==> src/verilog/sltc_defs.svh <==
`ifndef SLTC_DEFS_SVH
`define SLTC_DEFS_SVH
`define SLTC_OFF_TEST 8'h2A
`define SLTC_OFF_OVR 8'h2B
`define SLTC_OFF_SCR 8'h2F
`define SLTC_OFF_OCT 8'h30
`define SLTC_OFF_MFL 8'h31
`define SLTC_OFF_SUB 8'h34
`define SLTC_OFF_RSD 8'h3A
`define SLTC_OFF_STAT 8'h3E
`define SLTC_RST_TEST 8'h00
`define SLTC_RST_OVR 8'h00
`define SLTC_RST_SCR 8'h00
`define SLTC_RST_OCT 8'h00
`define SLTC_RST_MFL 8'h08
`define SLTC_RST_SUB 8'h20
`define SLTC_RST_RSD 8'h00
`define SLTC_MSK_OVR 8'h03
`define SLTC_MSK_SCR 8'h80
`define SLTC_MSK_MFL 8'h1F
`define SLTC_MSK_SUB 8'hE0
`define SLTC_MSK_RSD 8'hCE
`define SLTC_SYNC_K 16'hBCBC
`define SLTC_SYNC_ALT 16'hBC50
`define SLTC_K_LANE 8'h7C
`define SLTC_K_FRAME 8'hFC
`define SLTC_K_ILAS 8'h1C
`define SLTC_K_DEF 5'h08
`define SLTC_K_DEF_NOOVR 5'h09
`define SLTC_OCT_20X 8'h00
`define SLTC_OCT_40X 8'h03
`define SLTC_ILAS_MF 3'h4
`define SLTC_PRBS_SEED 15'h7FFF
`endif

==> src/verilog/sltc_pkg.sv <==
package sltc_pkg;
  typedef struct packed {
    logic [1:0] testSel;
    logic longPat;
    logic syncCodeSel;
    logic bitReverse;
    logic laneMarker;
    logic frameMarker;
    logic alignmentSkip;
    logic kOverride;
    logic fOverride;
    logic scramblerOn;
    logic [7:0] octets;
    logic [4:0] frames;
    logic [2:0] subclass;
  } sltc_cfg_t;
  typedef struct packed {
    logic [7:0] addr;
    logic [7:0] wdata;
    logic wr;
    logic rd;
  } sltc_bus_t;
  typedef enum logic [3:0] {
    SLTC_SYNC = 4'h1,
    SLTC_ILAS = 4'h2,
    SLTC_DATA = 4'h4,
    SLTC_IDLE = 4'h8
  } sltc_state_t;
endpackage

==> src/verilog/serial_link_tx_config.sv <==
// Contract
// - test selector picks normal, clock, encoded, prbs15
// - long test pattern when enable set
// - sync code BCBC or BC50 during request
// - reverse sample bit order when set
// - insert lane markers when enabled
// - insert frame markers when enabled
// - skip alignment sequence when bit set
// - nine frames per multiframe unless overridden
// - two octets per frame unless overridden
// - scramble data when scrambler bit set
// - octet field selects 20x or 40x
// - five bit frames field resets to eight
// - subclass field latched at sync and shown on subclassActive only
// - software resync acts only when selected
// - resync source is pins or software
// - drive code maps to output current
//
// The strobed register port is this design's own decision.
`timescale 1ns/1ps
`default_nettype none
`include "sltc_defs.svh"
module serial_link_tx_config
  import sltc_pkg::*;
(
  input wire logic ref_clk,
  input wire logic nrst,
  input wire logic [7:0] regAddr,
  input wire logic [7:0] regWrData,
  input wire logic regWr,
  input wire logic regRd,
  output logic [7:0] regRdData,
  input wire logic resync_pin_pos,
  input wire logic resync_pin_neg,
  input wire logic [15:0] sampleIn,
  output logic [15:0] laneData,
  output logic [1:0] laneCtrlK,
  output logic [5:0] driveMilliAmp,
  output logic [2:0] subclassActive
);
  sltc_bus_t bus;
  sltc_cfg_t cfg;
  logic swResync;
  logic resyncSrc;
  logic [2:0] driveCode;
  logic pinPos;
  logic pinNeg;
  logic [7:0] statusByte;

  typedef struct packed {
    sltc_state_t state;
    sltc_cfg_t act;
    logic [7:0] octCnt;
    logic [4:0] frmCnt;
    logic [2:0] mfCnt;
    logic [14:0] prbs;
    logic [14:0] scr;
    logic [7:0] lastOct;
    logic [15:0] data;
    logic [1:0] ctrlK;
    logic [5:0] mA;
    logic [2:0] sub;
    logic syncReq;
  } sltc_top_t;
  sltc_top_t st_ff;
  sltc_top_t nxt_st;

  assign bus = '{addr: regAddr, wdata: regWrData, wr: regWr, rd: regRd};
  assign statusByte = {st_ff.state, 3'h0, st_ff.syncReq};

  sltc_regs u_regs (
    .ref_clk(ref_clk),
    .nrst(nrst),
    .bus(bus),
    .statusIn(statusByte),
    .rdData(regRdData),
    .cfg(cfg),
    .swResync(swResync),
    .resyncSrc(resyncSrc),
    .driveCode(driveCode)
  );

  // both legs synchronised; pair counts as a request only with pos low and neg high
  sltc_pin_sync u_pos (
    .ref_clk(ref_clk),
    .nrst(nrst),
    .pinIn(resync_pin_pos),
    .level(pinPos)
  );
  sltc_pin_sync u_neg (
    .ref_clk(ref_clk),
    .nrst(nrst),
    .pinIn(resync_pin_neg),
    .level(pinNeg)
  );

  // request active low on the pin pair
  logic pinReq;
  logic reqNow;
  assign pinReq = !pinPos && pinNeg;
  assign reqNow = resyncSrc ? swResync : pinReq;

  function automatic logic [15:0] rev16(input logic [15:0] v);
    logic [15:0] r;
    r = '0;
    for (int i = 0; i < 16; i++) begin
      r[i] = v[15 - i];
    end
    return r;
  endfunction

  function automatic logic [5:0] milliAmp(input logic [2:0] c);
    logic [5:0] m;
    m = 6'h00;
    case (c)
      3'h0: m = 6'h10;
      3'h1: m = 6'h0C;
      3'h2: m = 6'h08;
      3'h3: m = 6'h04;
      3'h4: m = 6'h20;
      3'h5: m = 6'h1C;
      3'h6: m = 6'h18;
      default: m = 6'h14;
    endcase
    return m;
  endfunction

  logic [7:0] effOct;
  logic [4:0] effK;
  logic lastOfFrame;
  logic lastOfMf;
  logic [15:0] payload;
  logic [15:0] scrWord;
  logic [14:0] scrNext;
  logic [14:0] prbsNext;

  always_comb begin
    nxt_st = st_ff;
    // frame geometry from latched settings only
    effOct = st_ff.act.fOverride ? st_ff.act.octets : `SLTC_OCT_20X;
    effK = st_ff.act.kOverride ? st_ff.act.frames : `SLTC_K_DEF_NOOVR;
    // octets counted two per word; 40x code gives four per frame
    lastOfFrame = (effOct == `SLTC_OCT_40X) ? st_ff.octCnt[0] : 1'b1;
    lastOfMf = lastOfFrame && (st_ff.frmCnt >= effK - 5'h01);
    prbsNext = {st_ff.prbs[13:0], st_ff.prbs[14] ^ st_ff.prbs[13]};
    case (st_ff.act.testSel)
      2'h1: payload = 16'hAAAA;
      2'h2: payload = {st_ff.octCnt, 3'h0, st_ff.frmCnt};
      2'h3: payload = {st_ff.prbs, st_ff.prbs[14]};
      default: payload = sampleIn;
    endcase
    if (st_ff.act.longPat) begin
      payload = {st_ff.frmCnt, 3'h0, st_ff.octCnt};
    end
    if (st_ff.act.bitReverse) begin
      payload = rev16(payload);
    end
    // self-synchronous scrambler, 1 + x^14 + x^15, per word
    scrNext = st_ff.scr;
    for (int i = 15; i >= 0; i--) begin
      scrWord[i] = payload[i] ^ scrNext[13] ^ scrNext[14];
      scrNext = {scrNext[13:0], scrWord[i]};
    end
    nxt_st.syncReq = reqNow;
    nxt_st.mA = milliAmp(driveCode);
    nxt_st.sub = st_ff.act.subclass;
    nxt_st.ctrlK = 2'h0;
    case (st_ff.state)
      SLTC_SYNC: begin
        nxt_st.act = cfg;
        nxt_st.data = cfg.syncCodeSel ? `SLTC_SYNC_ALT : `SLTC_SYNC_K;
        nxt_st.ctrlK = cfg.syncCodeSel ? 2'h2 : 2'h3;
        nxt_st.octCnt = 8'h00;
        nxt_st.frmCnt = 5'h00;
        nxt_st.mfCnt = 3'h0;
        nxt_st.scr = `SLTC_PRBS_SEED;
        if (!reqNow) begin
          nxt_st.state = cfg.alignmentSkip ? SLTC_DATA : SLTC_ILAS;
        end
      end
      SLTC_ILAS: begin
        nxt_st.data = {`SLTC_K_ILAS, 8'h00};
        nxt_st.ctrlK = 2'h2;
        if (lastOfMf) begin
          nxt_st.mfCnt = st_ff.mfCnt + 3'h1;
          if (st_ff.mfCnt == `SLTC_ILAS_MF - 3'h1) begin
            nxt_st.state = SLTC_DATA;
          end
        end
      end
      SLTC_DATA: begin
        nxt_st.data = st_ff.act.scramblerOn ? scrWord : payload;
        if (st_ff.act.scramblerOn) begin
          nxt_st.scr = scrNext;
        end
        nxt_st.prbs = prbsNext;
        // markers replace last octet of a frame or multiframe
        if (lastOfMf && st_ff.act.laneMarker) begin
          nxt_st.data[7:0] = `SLTC_K_LANE;
          nxt_st.ctrlK = 2'h1;
        end else if (lastOfFrame && st_ff.act.frameMarker) begin
          nxt_st.data[7:0] = `SLTC_K_FRAME;
          nxt_st.ctrlK = 2'h1;
        end
      end
      default: nxt_st.state = SLTC_SYNC;
    endcase
    if (st_ff.state != SLTC_SYNC) begin
      if (lastOfFrame) begin
        nxt_st.octCnt = 8'h00;
        nxt_st.frmCnt = lastOfMf ? 5'h00 : st_ff.frmCnt + 5'h01;
      end else begin
        nxt_st.octCnt = st_ff.octCnt + 8'h01;
      end
      if (reqNow) begin
        nxt_st.state = SLTC_SYNC;
      end
    end
  end

  always_ff @(posedge ref_clk or negedge nrst) begin
    if (!nrst) begin
      st_ff <= '{state: SLTC_SYNC, act: '0, octCnt: 8'h00, frmCnt: 5'h00, mfCnt: 3'h0,
        prbs: `SLTC_PRBS_SEED, scr: `SLTC_PRBS_SEED, lastOct: 8'h00, data: 16'h0000,
        ctrlK: 2'h0, mA: 6'h10, sub: 3'h0, syncReq: 1'b0};
    end else begin
      st_ff <= nxt_st;
    end
  end

  assign laneData = st_ff.data;
  assign laneCtrlK = st_ff.ctrlK;
  assign driveMilliAmp = st_ff.mA;
  assign subclassActive = st_ff.sub;

  chk_sync_code: assert property (@(posedge ref_clk) disable iff (!nrst)
    (st_ff.state == SLTC_SYNC && !cfg.syncCodeSel) |=> (laneCtrlK == 2'h3))
    else $error("sync code check");
  chk_sync_word: assert property (@(posedge ref_clk) disable iff (!nrst)
    (st_ff.state == SLTC_SYNC && !cfg.syncCodeSel) |=> (laneData == 16'hBCBC))
    else $error("sync word wrong");
  chk_sync_alt: assert property (@(posedge ref_clk) disable iff (!nrst)
    (st_ff.state == SLTC_SYNC && cfg.syncCodeSel) |=> (laneData == 16'hBC50))
    else $error("alternate sync word wrong");
  chk_skip_align: assert property (@(posedge ref_clk) disable iff (!nrst)
    (st_ff.state == SLTC_SYNC && !reqNow && cfg.alignmentSkip) |=> (st_ff.state == SLTC_DATA))
    else $error("alignment not skipped");
  chk_do_align: assert property (@(posedge ref_clk) disable iff (!nrst)
    (st_ff.state == SLTC_SYNC && !reqNow && !cfg.alignmentSkip) |=> (st_ff.state == SLTC_ILAS))
    else $error("alignment missing");
  chk_sw_resync: assert property (@(posedge ref_clk) disable iff (!nrst)
    (resyncSrc && !swResync) |=> !st_ff.syncReq)
    else $error("software resync leaked");
  chk_clock_pat: assert property (@(posedge ref_clk) disable iff (!nrst)
    (st_ff.state == SLTC_DATA && !reqNow && st_ff.act.testSel == 2'h1 && !st_ff.act.longPat
     && !st_ff.act.bitReverse && !st_ff.act.scramblerOn && !st_ff.act.laneMarker
     && !st_ff.act.frameMarker) |=> (laneData == 16'hAAAA))
    else $error("clock pattern wrong");
  chk_drive_map: assert property (@(posedge ref_clk) disable iff (!nrst)
    (driveCode == 3'h4) |=> (driveMilliAmp == 6'h20))
    else $error("drive current wrong");
  chk_cfg_hold: assert property (@(posedge ref_clk) disable iff (!nrst)
    (st_ff.state != SLTC_SYNC) |=> $stable(st_ff.act))
    else $error("settings changed mid link");
endmodule
`default_nettype wire

==> src/verilog/sltc_pin_sync.sv <==
`timescale 1ns/1ps
`default_nettype none
module sltc_pin_sync
  import sltc_pkg::*;
(
  input wire logic ref_clk,
  input wire logic nrst,
  input wire logic pinIn,
  output logic level
);
  typedef struct packed {
    logic [2:0] sh;
    logic lvl;
  } sltc_sync_t;
  sltc_sync_t st_ff;
  sltc_sync_t nxt_st;
  always_comb begin
    nxt_st = st_ff;
    nxt_st.sh = {st_ff.sh[1:0], pinIn};
    // change counts only once stages two and three agree
    if (st_ff.sh[2] == st_ff.sh[1]) begin
      nxt_st.lvl = st_ff.sh[2];
    end
  end
  always_ff @(posedge ref_clk or negedge nrst) begin
    if (!nrst) begin
      st_ff <= '0;
    end else begin
      st_ff <= nxt_st;
    end
  end
  assign level = st_ff.lvl;
endmodule
`default_nettype wire

==> src/verilog/sltc_regs.sv <==
`timescale 1ns/1ps
`default_nettype none
`include "sltc_defs.svh"
module sltc_regs
  import sltc_pkg::*;
(
  input wire logic ref_clk,
  input wire logic nrst,
  input wire sltc_bus_t bus,
  input wire logic [7:0] statusIn,
  output logic [7:0] rdData,
  output sltc_cfg_t cfg,
  output logic swResync,
  output logic resyncSrc,
  output logic [2:0] driveCode
);
  typedef struct packed {
    logic [7:0] test;
    logic [7:0] ovr;
    logic [7:0] scr;
    logic [7:0] oct;
    logic [7:0] mfl;
    logic [7:0] sub;
    logic [7:0] rsd;
    logic [7:0] rd;
  } sltc_rf_t;
  sltc_rf_t st_ff;
  sltc_rf_t nxt_st;
  always_comb begin
    nxt_st = st_ff;
    // reserved bits are masked so they always read zero
    if (bus.wr) begin
      case (bus.addr)
        `SLTC_OFF_TEST: nxt_st.test = bus.wdata;
        `SLTC_OFF_OVR: nxt_st.ovr = bus.wdata & `SLTC_MSK_OVR;
        `SLTC_OFF_SCR: nxt_st.scr = bus.wdata & `SLTC_MSK_SCR;
        `SLTC_OFF_OCT: nxt_st.oct = bus.wdata;
        `SLTC_OFF_MFL: nxt_st.mfl = bus.wdata & `SLTC_MSK_MFL;
        `SLTC_OFF_SUB: nxt_st.sub = bus.wdata & `SLTC_MSK_SUB;
        `SLTC_OFF_RSD: nxt_st.rsd = bus.wdata & `SLTC_MSK_RSD;
        default: nxt_st.rd = st_ff.rd;
      endcase
    end
    nxt_st.rd = 8'h00;
    if (bus.rd) begin
      case (bus.addr)
        `SLTC_OFF_TEST: nxt_st.rd = st_ff.test;
        `SLTC_OFF_OVR: nxt_st.rd = st_ff.ovr;
        `SLTC_OFF_SCR: nxt_st.rd = st_ff.scr;
        `SLTC_OFF_OCT: nxt_st.rd = st_ff.oct;
        `SLTC_OFF_MFL: nxt_st.rd = st_ff.mfl;
        `SLTC_OFF_SUB: nxt_st.rd = st_ff.sub;
        `SLTC_OFF_RSD: nxt_st.rd = st_ff.rsd;
        `SLTC_OFF_STAT: nxt_st.rd = statusIn;
        default: nxt_st.rd = 8'h00;
      endcase
    end
  end
  always_ff @(posedge ref_clk or negedge nrst) begin
    if (!nrst) begin
      st_ff <= {`SLTC_RST_TEST, `SLTC_RST_OVR, `SLTC_RST_SCR, `SLTC_RST_OCT,
        `SLTC_RST_MFL, `SLTC_RST_SUB, `SLTC_RST_RSD, 8'h00};
    end else begin
      st_ff <= nxt_st;
    end
  end
  assign rdData = st_ff.rd;
  assign cfg = '{testSel: st_ff.test[7:6], longPat: st_ff.test[5],
    syncCodeSel: st_ff.test[4], bitReverse: st_ff.test[3], laneMarker: st_ff.test[2],
    frameMarker: st_ff.test[1], alignmentSkip: st_ff.test[0], kOverride: st_ff.ovr[1],
    fOverride: st_ff.ovr[0], scramblerOn: st_ff.scr[7], octets: st_ff.oct,
    frames: st_ff.mfl[4:0], subclass: st_ff.sub[7:5]};
  assign swResync = st_ff.rsd[7];
  assign resyncSrc = st_ff.rsd[6];
  assign driveCode = st_ff.rsd[3:1];
endmodule
`default_nettype wire

==> config.mk <==
export PLATFORM = sky130hd
export DESIGN_NAME = serial_link_tx_config
export DESIGN_NICKNAME = d
export VERILOG_FILES = /design/src/verilog/sltc_pkg.sv /design/src/verilog/serial_link_tx_config.sv /design/src/verilog/sltc_pin_sync.sv /design/src/verilog/sltc_regs.sv
export VERILOG_INCLUDE_DIRS = /design/src /design/src/verilog
export SDC_FILE = /design/constraint.sdc
export NUM_CORES = 1
export LEC_CHECK = 0
export BUFFER_PORTS_ARGS = -buffer_cell sky130_fd_sc_hd__buf_2
export CAP_MARGIN = 10
export CORE_MARGIN = 1
export CORE_UTILIZATION = 60
export CTS_CLUSTER_SIZE = 24
export DETAILED_ROUTE_END_ITERATION = 12
export PLACE_DENSITY = 0.81
export SLEW_MARGIN = 40
export SYNTH_ARGS = -nofsm -noshare
export SYNTH_HDL_FRONTEND = slang
export SYNTH_HIERARCHICAL = 1
export SYNTH_SLANG_ARGS = --single-unit
==> constraint.sdc <==
create_clock -name ref_clk -period 2.7 [get_ports ref_clk]
set_input_delay 0.54 -clock ref_clk [delete_from_list [all_inputs] [get_ports ref_clk]]
set_output_delay 0.54 -clock ref_clk [all_outputs]
set_load 0.01 [all_outputs]
Yosys cells after proc, flatten, opt, wreduce, memory -nomap -nowiden

Index checks and enable logic that the tools add are counted.

$lt $le $gt $ge: 1
Mux-type cells: 32
Equality and inequality tests: 27
Reduce and logical (&&, ||, !) cells: 19
Add/subtract/negate cells: 4
Bitwise operators: 33

Operators with widths:

| cell                  | count |
|---|---|
| $eq A8 B6 Y1 const B  | 8 |
| $pmux W8 S8           | 1 |
| $pmux W18 S3          | 1 |
| $mux W16              | 3 |
| $pmux W16 S3          | 1 |
| $pmux W6 S7           | 1 |
| $xor A1 B1 Y1         | 33 |
| $mux W8               | 4 |
| $pmux W15 S2          | 1 |
| $mux W13              | 2 |
| $mux W10              | 2 |
| $mux W4               | 5 |
| $reduce_and A2 Y1     | 9 |
| $mux W15              | 1 |
| $mux W5               | 3 |
| $pmux W4 S3           | 1 |
| $eq A3 B2 Y1 const B  | 3 |
| $eq A3 B3 Y1 const B  | 3 |
| $add A8 B1 Y8 const B | 1 |
| $eq A8 B2 Y1 const B  | 1 |
| $mux W3               | 2 |
| $pmux W3 S2           | 1 |
| $reduce_bool A2 Y1    | 3 |
| $add A5 B1 Y5 const B | 1 |
| other kinds (17)      | 25 |

Logic and storage cells: 150
Register bits after elaboration: 151
Input bits: 38
Output and inout port bits: 35

Longest topological paths before layout

Gate-level depths: netlist of the first run.

Depth after elaboration: 12
Gate-level depth with buffers: 11
Gate-level depth less buffers: 11

Cells and area by module

Netlist of the first run, hierarchy kept.

Modules (own cells, without submodules):

| module                | area an instance (um^2) | cells an instance | sequential area each (um^2) | times used |
|---|---|---|---|---|
| serial_link_tx_config | 5,649.2                 | 607               | 2,567.5                     | 1 |
| sltc_regs             | 1,918.1                 | 157               | 1,003.5                     | 1 |
| sltc_pin_sync         | 111.4                   | 5                 | 100.1                       | 2 |

Worst setup path before layout of the first run

No wires, ideal clock.

Kind: register -> register
From: register st_ff[100] (netlist name)
To: register st_ff, in the netlist laneData[2]
Stages on the path, launching flop included: 12
Buffers on the path: 0
Arrival: 2.192 ns
Period minus slack after synthesis: 2.316 ns
Required time: 2.576 ns
Slack: 0.384 ns
Library setup time: 0.124 ns
Path through: dfrtp_1 > nor2b_1 > ha_1 > nand2_1 > xnor2_1 > nand2_1 > ha_1 > a21o_1 > a211o_1 > nand3_1 > o21ai_1 > o31a_1

Word-level cells in the longest chain between the ends: 7

Ends and longest elaborated chain:

| item                   | line                         | RTL |
|---|---|---|
| start, declared        | serial_link_tx_config.sv:65  | `sltc_top_t st_ff;` |
| start signal, assigned | serial_link_tx_config.sv:223 | `st_ff <= '{state: SLTC_SYNC, act: '0, octCnt: 8'h00, frmCnt: 5'h00, mfCnt: 3'h0,` |
| start signal, assigned | serial_link_tx_config.sv:227 | `st_ff <= nxt_st;` |
| $mux W5 (no line)      | -                            |  |
| $sub A5 B1 Y5          | serial_link_tx_config.sv:144 | `lastOfMf = lastOfFrame && (st_ff.frmCnt >= effK - 5'h01);` |
| $ge A5 B5 Y1           | serial_link_tx_config.sv:144 |  |
| $logic_and A1 B1 Y1    | serial_link_tx_config.sv:144 |  |
| $logic_and A1 B1 Y1    | serial_link_tx_config.sv:198 | `if (lastOfMf && st_ff.act.laneMarker) begin` |
| $mux W10               | serial_link_tx_config.sv:198 |  |
| $pmux W18 S3           | serial_link_tx_config.sv:168 | `case (st_ff.state)` |

Every way passes these cells.
A chain may end at the register's enable or synchronous reset.

Worst setup path after layout of the first run

Same ends and word-level chain as after synthesis.

==> flow_metrics.py, run 1 <==
metrics = {
    "drt": {
        "wl_per_cell_um": 18.3,
        "drc": 0,
        "final_antenna_net_count": 0,
        "drt_wl_total_um": 18500,
        "vias_per_cell": 5.92,
        "vias": 5984,
        "drtIter0Drc": 584,
        "dr.pass1.iters": 5,
    },
    "synthesis": {
        "synth_async_sr_flop_share_pct": 100,
        "synth.distinct_cells": 74,
        "yosys-top-cells-area": "dfrtp_1 (37%), dfstp_2 (11%), nand2_1 (8.0%)",
        "ys_ff_latch": 149,
        "synth.top_cell.area_share_pct": 36.9,
        "ys_warn_count": 6,
        "synth_edf_count": 0,
        "synth_area_um2": 7790,
        "syn_area_per_cell_um2": 10.1,
        "synth_top_area_cell": "dfrtp_1",
        "netlist_instances": 774,
        "yosys_most_used_dff": "dfrtp_1",
        "yosysSeqAreaShare_pct": 48.4,
    },
    "clocking": {
        "clock-sinks": 149,
        "clk_latency_ns": 0.43,
        "htreeDepth": 4,
        "clock-root-buffer": "clkbuf_16",
        "postCtsHoldBufs": 0,
        "cts_buffer_depth": 2,
        "path_clk_slew_ns": 0.06,
        "cts_buffers": 17,
        "cts_tree": "yes",
    },
    "final_layout": {
        "drive_above_1_share_pct": 26.6,
        "stdcell_area_um2": 8800,
        "mostFrequentLayoutCells": "nand2_1 (167), dfrtp_1 (114), buf_2 (69), mux2_2 (41)",
        "syn_to_final_growth_pct": 13.0,
        "nets": 873,
        "final_common_cell": "nand2_1",
        "antenna_cells": 0,
    },
    "global_route": {
        "grt_max_degree": 58,
        "grt_pass1_vias": 5718,
        "grt_overflow": 0,
        "antenna_found_initial": 0,
        "track_usage_pct": 29.7,
        "grt_pass1_wl_um": 29600,
    },
    "sta": {
        "final-setup-viol-count": 0,
        "slew_viol_final": 0,
        "worst_slew_pin_slew_ns": 0.770,
        "layout_min_cycle_time_ns": 2.58,
        "finalSetupTns_ns": 0,
        "whs_ns": 0.0727,
        "relSlewSlack_pct": 48.6,
        "hold_viol_final": 0,
        "max_freq_mhz": 388,
        "min_period_over_period_pct": 95.4,
        "clock_skew_ns": 0.0108,
    },
    "placed_design": {
        "io_buffers": 70,
        "dp_hpwl_um": 13400,
        "place_area_um2": 8210,
        "routabilityCongestion": 0.892,
    },
    "critical_path": {
        "rrSetupSlack_ns": 0.12,
        "worstPathRequired_ns": 3.02,
        "startpoint_type": "flip-flop",
        "cp-end-kind": "flip-flop",
        "crit_fanout": 5,
        "r2r_start": "st_ff[100]",
        "crit_path_cell_trace": "nor2b_4, ha_1, nand2_1, xnor2_1, nand2_1, ha_1, a21o_1, a211o_1, nand3_1, o21ai_1, o31a_1",
        "cp_top_family": "compound AO/OA/AOI/OAI gates",
        "slowest_stage": "dfrtp_1",
        "slowest_delay_ns": 0.42,
        "path_buf_inv": 0,
        "path_class": "flip-flop to flip-flop",
        "startpoint": "st_ff[100]",
        "cp.arrival_ns": 2.89,
    },
    "floorplanning": {
        "die_y_um": 116,
        "io_pins": 73,
        "core_region_area_um2": 12600,
        "floorplan.initialDensity_pct": 61.7,
        "rows": 41,
        "die_x_um": 116,
        "die-area_um2": 13400,
    },
    "pwr": {
        "total_power_mw": 5.99,
        "ir_drop_mv": 0.397,
        "leakage_nw": 4.07,
        "p_per_area_nw_per_um2": 681,
    },
    "hold_path": {
        "hp-class": "primary input to asynchronous set/reset pin",
    },
    "outcome": {
        "outcome": "finished, final reports clean",
    },
    "run": {
        "drv_cap": 0,
    },
}
-- cell families after synthesis --
kind of cell	Yosys count	synth area share [%]
xor+xnor	61	7.05
other cells	1	0.0481
flops	149	48.4
buf+inv	80	5.35
simple gates	292	17.3
mux	64	9.27
compound gates	115	10.7
fa+ha+maj	12	1.90
-- power breakdown --
group | switching [mW] | leakage (nW) | internal, mW
logic | 0.658 | 1.91 | 0.505
clock network | 0.938 | 0.275 | 1.33
registers | 0.163 | 1.88 | 2.40
total | 1.76 | 4.07 | 4.23
-- path summary, 6_finish.rpt --
path,endpoint,cells past startpoint
hold reg to reg,u_neg/nxt_st[3],0
hold / removal,laneData[9],1
min in group ref_clk,u_pos/nxt_st[2],1
setup reg to reg,laneData[2],11
max in group asynchronous,driveMilliAmp[4],2
setup / recovery,laneData[2],11
-- area by class of cell --
cell class / instances / area (um2)
Sequential cell: 149 / 3770
Clock inverter: 12 / 118
Multi-Input combinational cell: 550 / 3630
Clock buffer: 20 / 457
Timing Repair Buffer: 96 / 564
Fill cell: 940 / 3820
Inverter: 11 / 41.3
Tap cell: 172 / 215
-- flip-flops by register name, summed over array words and instances (netlist names) --
signal            cells
subclassActive        3
u_regs/resyncSrc      1
u_pos/st_ff           1
u_regs/swResync       1
u_neg/st_ff           1
u_regs/cfg           27
st_ff                59
u_neg/level           1
nxt_st                3
laneData             16
u_regs/driveCode      3
u_pos/nxt_st          2
u_neg/nxt_st          2
prbsNext             14
u_regs/rdData         8
u_pos/level           1
driveMilliAmp         4
laneCtrlK             2
-- repair_timing --
action / 4_1_cts / 5_1_grt
resized for setup: 0 / 3
setup buffers: 0 / 1
endpoints found under the setup margin: 0 / 8
-- worst register-to-register path: stages, from the launching register on --
cell	delay, ns
dfrtp_1	0.42
nor2b_4	0.19
ha_1	0.19
nand2_1	0.08
xnor2_1	0.15
nand2_1	0.07
ha_1	0.29
a21o_1	0.19
a211o_1	0.32
nand3_1	0.15
o21ai_1	0.13
o31a_1	0.29
-- per-layer routing --
layer  GRT usage, %  wire length, um
met1           41.1             8060
met2           46.3             8810
met3           5.07             1170
met4           12.5              465
met5              0                0
-- per-stage QoR --
stage	instances	worst slack, ns	utilization [%]
2_1_floorplan	779	0.384	-
3_3_place_gp	977	0.222	65.1
3_5_place_dp	977	0.0772	65.1
4_1_cts	1009	0.0665	69.6
5_1_grt	1010	-0.0364	69.8
6_report	1010	0.124	69.8
-- synthesized netlist by cell type (all sizes together) (10+ instances only) --
cell / count
clkbuf: 32
nand3: 10
nand2: 168
ha: 10
dfrtp: 115
dfstp: 34
mux2i: 20
inv: 11
a22oi: 12
nor3: 34
xnor2: 26
buf: 37
a21oi: 24
xor2: 34
o21ai: 19
mux2: 42
nor2: 27
Power figures use the tool's default switching activity.
==> inputs of run 2 (changes only) <==
Settings changed: MAX_ROUTING_LAYER from default to met4.
==> flow_metrics.py, run 2 (synthesized netlist as in run 1, its figures left out) <==
metrics = {
    "global_route": {
        "grt_pass1_vias": 5761,
        "track_usage_pct": 31.4,
        "antenna_found_initial": 0,
        "grt_max_degree": 54,
        "grt_overflow": 0,
        "grt_pass1_wl_um": 30200,
    },
    "floorplanning": {
        "die_y_um": 116,
        "io_pins": 73,
        "rows": 41,
        "floorplan.initialDensity_pct": 61.7,
        "core_region_area_um2": 12600,
        "die_x_um": 116,
        "die-area_um2": 13400,
    },
    "drt": {
        "vias": 5951,
        "final_antenna_net_count": 0,
        "drc": 0,
        "drtIter0Drc": 472,
        "vias_per_cell": 5.90,
        "drt_wl_total_um": 19100,
        "wl_per_cell_um": 18.9,
        "dr.pass1.iters": 5,
    },
    "final_layout": {
        "largest-register": "st_ff",
        "final_util_pct": 70.0,
        "mostFrequentLayoutCells": "nand2_1 (167), dfrtp_1 (113), buf_2 (69), mux2_2 (41)",
        "antenna_cells": 0,
        "syn_to_final_growth_pct": 13.4,
        "drive_above_1_share_pct": 27.3,
        "final_common_cell": "nand2_1",
        "fin_cells": 1008,
        "multiInputGateArea_um2": 3650,
        "ff_latch_area_um2": 3770,
        "nets": 871,
        "largest_register_ffs": 59,
        "n_fill_cell": 955,
    },
    "critical_path": {
        "crit_path_cell_trace": "nor2b_4, ha_2, nand2_1, xnor2_1, nand2_1, ha_1, a21o_1, a211o_1, a21oi_2, nand4b_1, o211ai_1",
        "startpoint_type": "flip-flop",
        "slowest_delay_ns": 0.40,
        "worstPathRequired_ns": 3.03,
        "cp.arrival_ns": 2.93,
        "crit_fanout": 6,
        "startpoint": "st_ff[100]",
        "cp-end-kind": "flip-flop",
        "slowest_stage": "dfrtp_2",
        "rrSetupSlack_ns": 0.10,
        "path_class": "flip-flop to flip-flop",
        "rr_worst_depth": 11,
        "crit_end": "laneData[1]",
        "rr_endpoint": "laneData[1]",
        "cpMostUsedCell": "nand2_1",
        "r2r_start": "st_ff[100]",
    },
    "sta": {
        "fin_ws_ns": 0.101,
        "hold_viol_final": 0,
        "rsz0062_at_grt": "false",
        "max_freq_mhz": 385,
        "layout_min_cycle_time_ns": 2.60,
        "slew_viol_final": 0,
        "finalSetupTns_ns": 0,
        "relSlewSlack_pct": 51.0,
        "worst_slew_pin_slew_ns": 0.735,
        "final-setup-viol-count": 0,
        "min_period_over_period_pct": 96.3,
        "clock_skew_ns": 0.00933,
    },
    "run": {
        "drv_cap": 0,
    },
    "pwr": {
        "leakage_nw": 4.07,
        "p_per_area_nw_per_um2": 693,
        "ir_drop_mv": 0.540,
    },
    "clocking": {
        "cts_buffers": 17,
        "clock-root-buffer": "clkbuf_16",
        "cts_buffer_depth": 2,
        "htreeDepth": 4,
        "path_clk_slew_ns": 0.06,
        "cts_tree": "yes",
        "clk_latency_ns": 0.43,
        "clock-sinks": 149,
    },
    "placed_design": {
        "dp_slack_ns": -0.0134,
        "routabilityCongestion": 0.909,
        "io_buffers": 70,
        "dp.cells": 976,
        "dp_hpwl_um": 13900,
    },
    "hold_path": {
        "hp-class": "primary input to asynchronous set/reset pin",
    },
    "outcome": {
        "outcome": "finished, final reports clean",
    },
}
## run 2: changes by cell type in the layout (fill, tap and decap cells not counted), sizes merged
cell / previous run / this run
clkbuf: 20 / 18
inv: 15 / 17
buf: 96 / 94
clkinvlp: 3 / 2
bufinv: 1 / 2
## run 2: critical path: cells and delay by family (launching register included)
family                   cells  cell delay [ns]
AND/OR/NAND/NOR              4             0.47
adder cells (fa/ha/maj)      2             0.50
XOR/XNOR                     1             0.19
AO/OA/AOI/OAI                4             0.92
flip-flops                   1             0.40
## run 2: area by class of cell
cell class | count | area share, %
flip-flops and latches | 149 | 42.7
multi-input cells | 550 | 41.3
repair buffers | 94 | 6.22
clock buffers | 18 | 4.97
well taps | 172 | 2.44
clock inverters | 14 | 1.85
inverters | 11 | 0.467
## run 2: per-stage QoR
step | hold WS (ns) | instance area [um2] | power [mW]
finish | 0.0261 | 8840 | 6.12
global route | 0.0521 | 8840 | 6.39
CTS | 0.0368 | 8810 | 6.13
detailed placement | 0.339 | 8200 | 3.74
global placement | 0.338 | 8200 | 3.68
floorplan | 0.244 | 7810 | 3.40
## run 2: worst min path at each step
stage	from	endpoint	slack (ns)	cells after the start
6_report	nrst	laneData[13]	0.03	1
5_1_grt	nrst	laneData[15]	0.05	1
4_1_cts	nrst	laneData[11]	0.04	1
3_5_place_dp	u_pos/nxt_st[2]	u_pos/nxt_st[3]	0.34	0
3_3_place_gp	u_neg/nxt_st[2]	u_neg/nxt_st[3]	0.34	0
2_1_floorplan	nrst	driveMilliAmp[2]	0.24	0
## run 2: power by group
part / total (mW) / internal [mW] / leakage [nW] / switching, mW
Clock: 2.39 / 1.41 / 0.292 / 0.976
Combinational: 1.17 / 0.501 / 1.90 / 0.673
Sequential: 2.56 / 2.40 / 1.88 / 0.164
Total: 6.12 / 4.31 / 4.07 / 1.81
## run 2: routing by layer
metal  GRT usage (%)  up-vias  wire length (um)
met5               -        -                 0
met4            11.9        0               425
met3            5.91       35              1200
met2            47.5      193              9150
met1            42.1     2974              8320
li1                -     2749                 -
## run 2: what timing repair did
action                     4_1_cts  5_1_grt
hold buffers                     0        0
pin swaps                        0        1
setup endpoints to repair        2        8
cloned                           0        0
buffers inserted                 0        0
gates resized for setup          2        7
